<file path="src/rtl/dioim_pkg.sv">
// constants, types and layout of the digital process image map
// Overview of operation
// the diagnostic input module puts channel 1 and 2 states in input bits 0 and 1 and their fault flags in bits 2 and 3.
// a channel fault flag is set in the input image whenever that channel sees a fault.
// after a fault clears the channel stays inactive until its acknowledge bit is set, then it is re-activated.
// output bits 2 and 3 of the diagnostic input module acknowledge channels 1 and 2, and bits 0 and 1 are zero.
// the diagnostic input module counts four discrete input and four discrete output instances.
// the four channel input module maps channels 1 to 4 onto input bits 0 to 3 and counts four input instances.
// the eight channel input module maps channels 1 to 8 onto input bits 0 to 7 and counts eight input instances.
// each digital output channel takes one output image bit that drives it directly.
// digital output bits follow all analog output data in the output image, packed into bytes.
// each digital output channel counts one discrete output instance.
// the single output module reports manual operation in input bit 0, is driven by output bit 0, leaves bit 1 unused and counts two instances per class.
// the plain two channel output module drives channels 1 and 2 from output bits 0 and 1 and counts two output instances.
// digital input bits follow all analog input data in the input image, packed into bytes.
// undefined input image bits read zero and writes to undefined output image bits are ignored.
package dioim_pkg;
    localparam int DIG_IN_BYTES = 3;
    localparam int DIG_OUT_BYTES = 1;
    // input image bit positions inside the digital area
    localparam int IN_DIAG_DATA_POS = 0;
    localparam int IN_DIAG_FAULT_POS = 2;
    localparam int IN_QUAD_POS = 4;
    localparam int IN_OCT_POS = 8;
    localparam int IN_DUAL_POS = 16;
    localparam int IN_MANUAL_POS = 18;
    // output image bit positions inside the digital area
    localparam int OUT_DIAG_ZERO_POS = 0;
    localparam int OUT_ACK_POS = 2;
    localparam int OUT_SINGLE_POS = 4;
    localparam int OUT_DUAL_POS = 6;
    localparam logic [7:0] OUT_DEFINED_MASK = 8'hdc;
    // object instance counts per module
    localparam logic [7:0] INST_DIAG_IN = 8'h04;
    localparam logic [7:0] INST_DIAG_OUT = 8'h04;
    localparam logic [7:0] INST_QUAD_IN = 8'h04;
    localparam logic [7:0] INST_OCT_IN = 8'h08;
    localparam logic [7:0] INST_DUAL_IN = 8'h02;
    localparam logic [7:0] INST_SINGLE_IN = 8'h02;
    localparam logic [7:0] INST_SINGLE_OUT = 8'h02;
    localparam logic [7:0] INST_DUAL_OUT = 8'h02;
    localparam logic [7:0] INST_IN_TOTAL = INST_DIAG_IN + INST_QUAD_IN + INST_OCT_IN
        + INST_DUAL_IN + INST_SINGLE_IN;
    localparam logic [7:0] INST_OUT_TOTAL = INST_DIAG_OUT + INST_SINGLE_OUT + INST_DUAL_OUT;
    // reset values
    localparam logic RST_OUT_LEVEL = 1'b0;
    localparam logic RST_ACK = 1'b0;

    typedef enum logic [1:0] {CH_ACTIVE, CH_FAULT, CH_LOCKED} dioim_ch_t;

    typedef struct packed {
        logic manual;
        logic [1:0] dual_in;
        logic [7:0] oct_in;
        logic [3:0] quad_in;
        logic [1:0] diag_fault;
        logic [1:0] diag_state;
    } dioim_pins_t;

    typedef struct packed {
        logic single_out;
        logic [1:0] dual_out;
    } dioim_outs_t;
endpackage : dioim_pkg

</file>
<file path="src/rtl/dioim_map.sv">
// digital process image mapper for input and output modules
module dioim_map #(
    parameter int ANA_IN_BYTES = 1,
    parameter int ANA_OUT_BYTES = 1
) (
    input wire logic core_clk,
    input wire logic rst_n,
    input wire dioim_pkg::dioim_pins_t pins,
    input wire logic [ANA_IN_BYTES*8-1:0] ana_in_data,
    output logic [(ANA_IN_BYTES+dioim_pkg::DIG_IN_BYTES)*8-1:0] in_image,
    input wire logic out_wr,
    input wire logic [(ANA_OUT_BYTES+dioim_pkg::DIG_OUT_BYTES)*8-1:0] out_image,
    output logic [ANA_OUT_BYTES*8-1:0] ana_out_data,
    output dioim_pkg::dioim_outs_t outs,
    output logic [7:0] inst_in_cnt,
    output logic [7:0] inst_out_cnt
);
    import dioim_pkg::*;

    localparam int NPIN = $bits(dioim_pins_t);
    localparam int DIB = ANA_IN_BYTES * 8;
    localparam int DOB = ANA_OUT_BYTES * 8;
    localparam int IMG_IN_W = (ANA_IN_BYTES + DIG_IN_BYTES) * 8;

    if (ANA_IN_BYTES < 1 || ANA_OUT_BYTES < 1) begin : g_bad_size
        $error("analog areas must hold at least one byte");
    end

    // pin synchronisers, a change counts once stages two and three agree
    logic [NPIN-1:0] s1_q, s1_d, s2_q, s2_d, s3_q, s3_d, flt_q, flt_d;
    dioim_pins_t flt;

    always_comb begin
        s1_d = pins;
        s2_d = s1_q;
        s3_d = s2_q;
    end

    genvar gi;
    generate
        for (gi = 0; gi < NPIN; gi++) begin : g_filt
            always_comb begin
                flt_d[gi] = (s2_q[gi] == s3_q[gi]) ? s3_q[gi] : flt_q[gi];
            end
        end
    endgenerate

    always_ff @(posedge core_clk or negedge rst_n) begin
        if (!rst_n) begin
            s1_q <= '0;
            s2_q <= '0;
            s3_q <= '0;
            flt_q <= '0;
        end else begin
            s1_q <= s1_d;
            s2_q <= s2_d;
            s3_q <= s3_d;
            flt_q <= flt_d;
        end
    end

    assign flt = dioim_pins_t'(flt_q);

    // output image capture, only defined bits are taken
    logic [7:0] dig_wr;
    logic [1:0] ack_q, ack_d;
    dioim_outs_t outs_q, outs_d;
    logic [DOB-1:0] ana_out_q, ana_out_d;

    always_comb begin
        dig_wr = out_image[DOB +: 8] & OUT_DEFINED_MASK;
        ack_d = ack_q;
        outs_d = outs_q;
        ana_out_d = ana_out_q;
        if (out_wr) begin
            ack_d = dig_wr[OUT_ACK_POS +: 2];
            outs_d.single_out = dig_wr[OUT_SINGLE_POS];
            outs_d.dual_out = dig_wr[OUT_DUAL_POS +: 2];
            ana_out_d = out_image[DOB-1:0];
        end
    end

    always_ff @(posedge core_clk or negedge rst_n) begin
        if (!rst_n) begin
            ack_q <= {2{RST_ACK}};
            outs_q <= '{single_out: RST_OUT_LEVEL, dual_out: {2{RST_OUT_LEVEL}}};
            ana_out_q <= '0;
        end else begin
            ack_q <= ack_d;
            outs_q <= outs_d;
            ana_out_q <= ana_out_d;
        end
    end

    assign outs = outs_q;
    assign ana_out_data = ana_out_q;

    // per channel fault handling of the diagnostic input module
    dioim_ch_t st_q [2];
    dioim_ch_t st_d [2];

    generate
        for (gi = 0; gi < 2; gi++) begin : g_ch
            always_comb begin
                st_d[gi] = st_q[gi];
                case (st_q[gi])
                    CH_ACTIVE: begin
                        if (flt.diag_fault[gi]) begin
                            st_d[gi] = CH_FAULT;
                        end
                    end
                    CH_FAULT: begin
                        if (!flt.diag_fault[gi]) begin
                            st_d[gi] = CH_LOCKED;
                        end
                    end
                    CH_LOCKED: begin
                        if (flt.diag_fault[gi]) begin
                            st_d[gi] = CH_FAULT;
                        end else if (ack_q[gi]) begin
                            st_d[gi] = CH_ACTIVE;
                        end
                    end
                    default: begin
                        st_d[gi] = CH_FAULT;
                    end
                endcase
            end

            always_ff @(posedge core_clk or negedge rst_n) begin
                if (!rst_n) begin
                    st_q[gi] <= CH_ACTIVE;
                end else begin
                    st_q[gi] <= st_d[gi];
                end
            end

            chk_fault_flag_set: assert property (
                @(posedge core_clk) disable iff (!rst_n)
                (st_q[gi] == CH_ACTIVE && flt.diag_fault[gi])
                |-> ##2 in_image[DIB + IN_DIAG_FAULT_POS + gi])
                else $error("fault flag not set two cycles after fault");

            chk_locked_hold: assert property (
                @(posedge core_clk) disable iff (!rst_n)
                (st_q[gi] == CH_LOCKED && !ack_q[gi] && !flt.diag_fault[gi])
                |=> st_q[gi] == CH_LOCKED ##1 !in_image[DIB + IN_DIAG_DATA_POS + gi])
                else $error("channel left lock without acknowledge");

            chk_ack_reactivate: assert property (
                @(posedge core_clk) disable iff (!rst_n)
                (st_q[gi] == CH_LOCKED && ack_q[gi] && !flt.diag_fault[gi])
                |=> st_q[gi] == CH_ACTIVE ##1 !in_image[DIB + IN_DIAG_FAULT_POS + gi])
                else $error("acknowledge did not re-activate channel");

            chk_diag_state_map: assert property (
                @(posedge core_clk) disable iff (!rst_n)
                ##1 in_image[DIB + IN_DIAG_DATA_POS + gi]
                == ($past(flt.diag_state[gi]) && $past(st_q[gi]) == CH_ACTIVE))
                else $error("channel state bit wrong");

            chk_fault_needs_pin: assert property (
                @(posedge core_clk) disable iff (!rst_n)
                st_q[gi] == CH_FAULT |-> $past(flt.diag_fault[gi]))
                else $error("fault state without a fault");

            chk_fault_exit: assert property (
                @(posedge core_clk) disable iff (!rst_n)
                (st_q[gi] == CH_FAULT && !flt.diag_fault[gi]) |=> st_q[gi] == CH_LOCKED)
                else $error("cleared fault did not lock the channel");

            chk_no_lock_skip: assert property (
                @(posedge core_clk) disable iff (!rst_n)
                st_q[gi] == CH_FAULT |=> st_q[gi] != CH_ACTIVE)
                else $error("channel re-activated straight from fault");

            chk_flag_while_locked: assert property (
                @(posedge core_clk) disable iff (!rst_n)
                st_q[gi] == CH_LOCKED |=> in_image[DIB + IN_DIAG_FAULT_POS + gi])
                else $error("fault flag dropped while channel locked");
        end
    endgenerate

    // input image assembly
    logic [DIG_IN_BYTES*8-1:0] din;
    logic [IMG_IN_W-1:0] in_image_q, in_image_d;

    always_comb begin
        din = '0;
        for (int c = 0; c < 2; c++) begin
            din[IN_DIAG_DATA_POS + c] = flt.diag_state[c] && (st_q[c] == CH_ACTIVE);
            din[IN_DIAG_FAULT_POS + c] = (st_q[c] != CH_ACTIVE);
        end
        din[IN_QUAD_POS +: 4] = flt.quad_in;
        din[IN_OCT_POS +: 8] = flt.oct_in;
        din[IN_DUAL_POS +: 2] = flt.dual_in;
        din[IN_MANUAL_POS] = flt.manual;
        in_image_d = {din, ana_in_data};
    end

    always_ff @(posedge core_clk or negedge rst_n) begin
        if (!rst_n) begin
            in_image_q <= '0;
        end else begin
            in_image_q <= in_image_d;
        end
    end

    assign in_image = in_image_q;

    // object instance counts
    logic [7:0] inst_in_q, inst_out_q, inst_in_d, inst_out_d;

    always_comb begin
        inst_in_d = INST_IN_TOTAL;
        inst_out_d = INST_OUT_TOTAL;
    end

    always_ff @(posedge core_clk or negedge rst_n) begin
        if (!rst_n) begin
            inst_in_q <= INST_IN_TOTAL;
            inst_out_q <= INST_OUT_TOTAL;
        end else begin
            inst_in_q <= inst_in_d;
            inst_out_q <= inst_out_d;
        end
    end

    assign inst_in_cnt = inst_in_q;
    assign inst_out_cnt = inst_out_q;

    chk_inst_counts: assert property (
        @(posedge core_clk) disable iff (!rst_n)
        inst_in_cnt == 8'h14 && inst_out_cnt == 8'h08)
        else $error("object instance counts wrong");

    chk_quad_map: assert property (
        @(posedge core_clk) disable iff (!rst_n)
        ##1 in_image[DIB + IN_QUAD_POS +: 4] == $past(flt.quad_in))
        else $error("four channel input map wrong");

    chk_oct_map: assert property (
        @(posedge core_clk) disable iff (!rst_n)
        ##1 in_image[DIB + IN_OCT_POS +: 8] == $past(flt.oct_in))
        else $error("eight channel input map wrong");

    chk_ack_map: assert property (
        @(posedge core_clk) disable iff (!rst_n)
        out_wr |=> ack_q == $past(out_image[DOB + OUT_ACK_POS +: 2]))
        else $error("acknowledge bits not taken from bits 2 and 3");

    chk_dual_out_map: assert property (
        @(posedge core_clk) disable iff (!rst_n)
        out_wr |=> outs.dual_out == $past(out_image[DOB + OUT_DUAL_POS +: 2]))
        else $error("two channel output map wrong");

    chk_single_out_hold: assert property (
        @(posedge core_clk) disable iff (!rst_n)
        !out_wr |=> $stable(outs.single_out) && $stable(outs.dual_out))
        else $error("output changed without a write");

    chk_undef_zero: assert property (
        @(posedge core_clk) disable iff (!rst_n)
        in_image[DIB + IN_MANUAL_POS + 1] == 1'b0 && in_image[IMG_IN_W-1 -: 4] == 4'h0)
        else $error("undefined input bit not zero");

    chk_analog_first: assert property (
        @(posedge core_clk) disable iff (!rst_n)
        ##1 in_image[DIB-1:0] == $past(ana_in_data))
        else $error("analog input data not at the image start");

    chk_ana_out_first: assert property (
        @(posedge core_clk) disable iff (!rst_n)
        out_wr |=> ana_out_data == $past(out_image[DOB-1:0]))
        else $error("analog output data not at the image start");

    chk_manual_map: assert property (
        @(posedge core_clk) disable iff (!rst_n)
        ##1 in_image[DIB + IN_MANUAL_POS] == $past(flt.manual))
        else $error("manual status bit wrong");

    chk_dual_in_map: assert property (
        @(posedge core_clk) disable iff (!rst_n)
        ##1 in_image[DIB + IN_DUAL_POS +: 2] == $past(flt.dual_in))
        else $error("two channel input map wrong");

    chk_single_out_map: assert property (
        @(posedge core_clk) disable iff (!rst_n)
        out_wr |=> outs.single_out == $past(out_image[DOB + OUT_SINGLE_POS]))
        else $error("single output not taken from its bit");

    chk_ack_hold: assert property (
        @(posedge core_clk) disable iff (!rst_n)
        !out_wr |=> $stable(ack_q))
        else $error("acknowledge changed without a write");

    chk_ana_out_hold: assert property (
        @(posedge core_clk) disable iff (!rst_n)
        !out_wr |=> $stable(ana_out_data))
        else $error("analog output changed without a write");
endmodule : dioim_map

</file>
<file path="config.mk">
export PLATFORM = sky130hd
export DESIGN_NAME = dioim_map
export DESIGN_NICKNAME = d
export VERILOG_FILES = /design/src/rtl/dioim_pkg.sv /design/src/rtl/dioim_map.sv
export SDC_FILE = /design/constraint.sdc
export NUM_CORES = 1
export LEC_CHECK = 0
export ABC_AREA = 1
export BUFFER_PORTS_ARGS = -buffer_cell sky130_fd_sc_hd__buf_2
export CAP_MARGIN = 20
export CORE_ASPECT_RATIO = 2
export CORE_MARGIN = 10
export CORE_UTILIZATION = 55
export DETAILED_ROUTE_END_ITERATION = 8
export GPL_TIMING_DRIVEN = 0
export PLACE_DENSITY = 0.83
export SKIP_CTS_REPAIR_TIMING = 1
export SYNTH_ARGS = -nofsm -noshare
export SYNTH_HDL_FRONTEND = slang
export SYNTH_SLANG_ARGS = --single-unit
export TNS_END_PERCENT = 100
</file>
<file path="constraint.sdc">
create_clock -name core_clk -period 2.4 [get_ports core_clk]
set_clock_uncertainty 0.15 [all_clocks]
set_input_delay 0.24 -clock core_clk [delete_from_list [all_inputs] [get_ports core_clk]]
set_output_delay 0.24 -clock core_clk [all_outputs]
set_load 0.01 [all_outputs]
</file>
Word level (Yosys, flattened, before mapping)
Index checks and enable logic that the tools add are counted.
- bits in registers: 120
- word-level logic and storage cells: 76
- input bits: 46
- output and inout port bits: 59
- equality and inequality tests: 29
- reduce and logical (&&, ||, !) cells: 8
- muxes and demuxes: 10
- operator list (operator ; count):
    == test 1 bit ; 19
    2-to-1 mux 2 bit ; 8
    one-hot mux 2 bit (3 select lines) ; 2
    != test 2 bit, second input constant ; 4
    != test 3 bit, second input constant ; 2
    AND reduction 3 bit ; 2
    == test 2 x 1 -> 1 bit, second input constant ; 2
    == test 2 bit, second input constant ; 2
    zero test 2 bit ; 2
    nonzero test 2 bit ; 2
    logical AND 1 bit ; 2

Depth between registers and ports, before layout
- word-level depth: 3
- depth in mapped cells: 4
- mapped depth without buffers: 4

Worst setup path after synthesis
No wires, ideal clock.
- path type: register to register
- start: register st_q[1] (netlist bit)
- end: register st_q[1] (netlist bit)
- path slack: 1.595 ns
- buffers on the path: 0
- required time: 2.134 ns
- period minus slack after synthesis: 0.805 ns
- stages on the path, launching flop included: 5
- arrival: 0.538 ns
- setup time: 0.116 ns
- cell sequence: dfrtp_1 inv_1 nor2_1 nand2_1 nand2_1
- longest elaborated chain between the ends: 3
- elaborated cells on any way between the ends: 8
- classes of those cells: eq/ne (5); mux (1); reduce/logical (2)
- ends and longest elaborated chain (item ; RTL line ; text):
    start: declaration ; dioim_map.sv:99 ; dioim_ch_t st_q [2];
    start signal: indexed assignment ; dioim_map.sv:134 ; st_q[gi] <= st_d[gi];
    == test 2 bit, or another cell as far along ; dioim_map.sv:106 ; case (st_q[gi])
    != test 3 bit (no source line) or != test 2 bit (tied branches) ; n/a ;
    AND reduction 3 bit (no source line) ; n/a ;
Several ways; a longest one is shown, not always the timed one.
A chain may end at the register's enable or synchronous reset.

Worst setup path after layout
- start: register ana_out_q[7], in the netlist ana_out_data[7]
- end: output ana_out_data[7]
- RTL lines (item ; RTL line ; text):
    start: declaration ; dioim_map.sv:68 ; logic [DOB-1:0] ana_out_q, ana_out_d;
    start signal: assignment ; dioim_map.sv:91 ; ana_out_q <= ana_out_d;
    end: declaration ; dioim_map.sv:13 ; output logic [ANA_OUT_BYTES*8-1:0] ana_out_data,
No word-level cell between the ends.

==> results.py <==
metrics = {
    "outcome": {
        "outcome": "complete, no violations",
    },
    "final_layout": {
        "flow.area_growth_from_synthesis_pct": 43.5,
        "count_of_placed_standard_cells_in_the_final_layout_fillers_left_out": 545,
        "nets": 490,
        "finish.utilization_pct": 81.5,
        "layout-drive-gt1-share_pct": 29.6,
    },
    "logic_synthesis": {
        "syn_area_per_cell_um2": 13.2,
        "synthMuxAreaShare_pct": 0,
        "syn-cell-area_um2": 3760,
        "synthSimpleGateAreaFrac_pct": 6.55,
        "synth.distinct_cells": 11,
        "synth.most_common_cell": "dfrtp_1",
        "synth-main-ff-cell": "dfrtp_1",
        "synth-seq-cells": 120,
        "netlist_top_cells_count": "dfrtp_1 (120), inv_1 (40), nand2_1 (38)",
        "dominant_combinational_cell_family_by_area_after_synthesis": "buffers and inverters",
        "number_of_synthesized_flops_with_an_enable_pin": 0,
        "yosys.area_share.xor_xnor_pct": 0,
        "synth_compound_gate_area_share_pct": 4.62,
        "async_flop_share_pct": 100,
        "synth-adder-area-share_pct": 0,
        "yosysWarningCount": 0,
        "ys_seq_area_share_pct": 79.8,
        "synth_top_area_share_pct": 79.8,
        "syn_inst": 284,
        "synth_area_leader_cell": "dfrtp_1",
        "ys_top_cells_by_area": "dfrtp_1 (80%), buf_4 (4.2%), inv_1 (4.0%)",
    },
    "floorplan": {
        "floorplan_die_width_um": 78.5,
        "fp-row-count": 42,
        "placeableCoreArea_um2": 6620,
        "initial_core_util_pct": 56.8,
        "floorplan_die_height_um": 137,
        "pin_count": 105,
        "floorplan.die_area_um2": 10700,
    },
    "critical_path": {
        "critical_path_arrival_ns": 0.95,
        "worst-path-buf-inv": 1,
        "crit_path_top_delay_cell": "dfrtp_1",
        "timing_worst_setup_path_type": "reg -> out",
        "end_kind": "output port",
        "reg2reg_depth": 4,
        "worst-endpoint-required_ns": 2.01,
        "regToRegStartpoint": "st_q[3]",
        "r2r_slack_ns": 1.48,
        "critical-path-max-stage-delay_ns": 0.39,
        "critPathLaunchType": "flip-flop",
        "crit_fanout": 2,
        "r2r_end": "st_q[3]",
        "worstPathCellList": "buf_2",
        "critical-path-top-delay-family": "flip-flops",
    },
    "placed_design": {
        "place_ws_ns": 1.23,
        "final_weighted_congestion_of_routability_driven_global_placement": 0.733,
        "detailedPlacementHpwl_mm": 4.72,
        "dp.cells": 472,
        "buffer_ports.inserted": 80,
    },
    "grt": {
        "gr-usage-all-layers_pct": 13.4,
        "wire_length_of_the_first_global_routing_pass_mm": 10.9,
        "number_of_global_route_vias_before_repair": 2469,
        "overflow": 0,
        "grt_antenna_before_repair": 0,
        "grt_max_degree": 80,
    },
    "power": {
        "switching_portion_of_total_power_pct": 21.4,
        "netSwitchingPower_w": 0.00111,
        "worst_ir_drop_vdd_uv": 690,
        "clock_power_share_pct": 48.5,
        "p_int_w": 0.00408,
        "power.combinational.fraction_pct": 7.8,
        "cellLeakagePower_nw": 2.80,
        "power.sequential.fraction_pct": 43.7,
        "power.density_nw_per_um2": 962,
    },
    "drt": {
        "routed_len_inst_um": 15.6,
        "drt_first_pass_iters": 4,
        "detail_route.vias_per_cell": 4.53,
        "number_of_drc_markers_after_the_initial_detailed_route_iteration": 109,
        "route.detailed.drc": 0,
        "antenna_left": 0,
        "detailed_route_wl_mm": 8.51,
        "vias": 2467,
    },
    "min_path": {
        "worstHoldPathCells": 2,
        "hold_removal_path_class": "in -> reg",
        "hold_end": "outs[1]",
        "timing.hold.worst.start": "out_wr",
    },
    "timing": {
        "period_needed_ns": 1.34,
        "worst_slew_pin_slew_ns": 0.537,
        "max-slew-margin-rel_pct": 64.2,
        "timing.fmax_ghz": 0.747,
        "finalHoldViolations": 0,
        "ratio_of_final_minimum_period_to_clock_period_pct": 55.8,
        "rsz_0062_raised_after_global_routing": "no",
        "setup_slack_ns": 1.06,
        "timing.final.setup_violations": 0,
        "slew_viol_final": 0,
        "finalHoldWorstSlack_ns": 0.0391,
    },
    "cts": {
        "cts_tree": "yes",
        "numCtsBuffers": 17,
        "worst_setup_hold_path_clk_slew_ns": 0.05,
        "cts.path.max_buffers": 2,
        "number_of_clock_sinks_seen_by_cts": 120,
        "cts-htree-levels": 4,
        "clock_latency_ns": 0.40,
        "clk_root_buffer_cell": "clkbuf_16",
    },
    "flow_run": {
        "max_cap_violations": 0,
    },
}
==> flip-flops by register name, summed over array words and instances, names as in the netlist <==
name / flops
outs: 3
flt: 19
s2_q: 19
s1_q: 19
ana_out_data: 8
st_q: 4
s3_q: 19
ack_q: 2
in_image: 27
==> metal layers <==
layer	share of wire, %	up-vias	GRT usage [%]
met2	56	110	21.8
met3	8.8	15	7.49
met1	33	1204	12.5
li1	-	1138	-
met5	0	-	0
met4	2.6	0	8.92
==> through the flow <==
stage / area (um2) / TNS [ns] / power, W
after global routing: 5400 / 0 / 0.00540
after global placement: 4340 / -36.99 / 0.00260
after CTS: 4980 / 0 / 0.00516
after floorplan: 3830 / 0 / 0.00245
after detailed placement: 4370 / 0 / 0.00263
final: 5400 / 0 / 0.00519
==> cell families after synthesis <==
kind of cell / Yosys count
AO/OA/AOI/OAI: 34
buffers and inverters: 63
flip-flops: 120
other: 2
AND/OR/NAND/NOR: 65
==> power by group through the flow <==
| stage | registers (W) | logic, W | clock network [W] |
|---|---|---|---|
| finish | 0.00227 | 0.000407 | 0.00252 |
| global route | 0.00229 | 0.000459 | 0.00266 |
| CTS | 0.00226 | 0.000344 | 0.00255 |
| detailed placement | 0.00229 | 0.000341 | 0 |
| global placement | 0.00228 | 0.000319 | 0 |
| floorplan | 0.00231 | 0.000134 | 0 |
==> how the worst max path moves through the flow <==
stage                          startpoint  cells past startpoint               to
after global routing                rst_n                      3          s1_q[9]
after CTS                 ana_out_data[7]                      1  ana_out_data[7]
final                     ana_out_data[7]                      1  ana_out_data[7]
after detailed placement            rst_n                      2     in_image[10]
after floorplan                   st_q[1]                      4          st_q[1]
after global placement              rst_n                      1     in_image[13]
==> cell type report <==
cell class,instances,area (um2)
Tap cell,88,110
Inverter,40,150
Clock inverter,6,86.3
Clock buffer,25,526
Antenna cell,1,2.50
Sequential cell,120,3000
Timing Repair Buffer,122,841
Multi-Input combinational cell,120,499
Fill cell,377,1220
Buffer,23,180
==> placed cells by master, fill, tap and decap left out, types with 2 or more instances in the layout <==
| cell type | instances |
|---|---|
| nand3_1 | 2 |
| bufinv_16 | 2 |
| dlygate4sd3_1 | 41 |
| clkbuf_8 | 7 |
| clkbuf_16 | 17 |
| buf_4 | 22 |
| nor2_1 | 25 |
| buf_6 | 2 |
| dfrtp_1 | 120 |
| nand2_1 | 38 |
| inv_1 | 40 |
| conb_1 | 21 |
| a21oi_1 | 19 |
| o21ai_0 | 14 |
| clkinv_2 | 2 |
| buf_2 | 79 |
(Power assumes the default switching activity.)
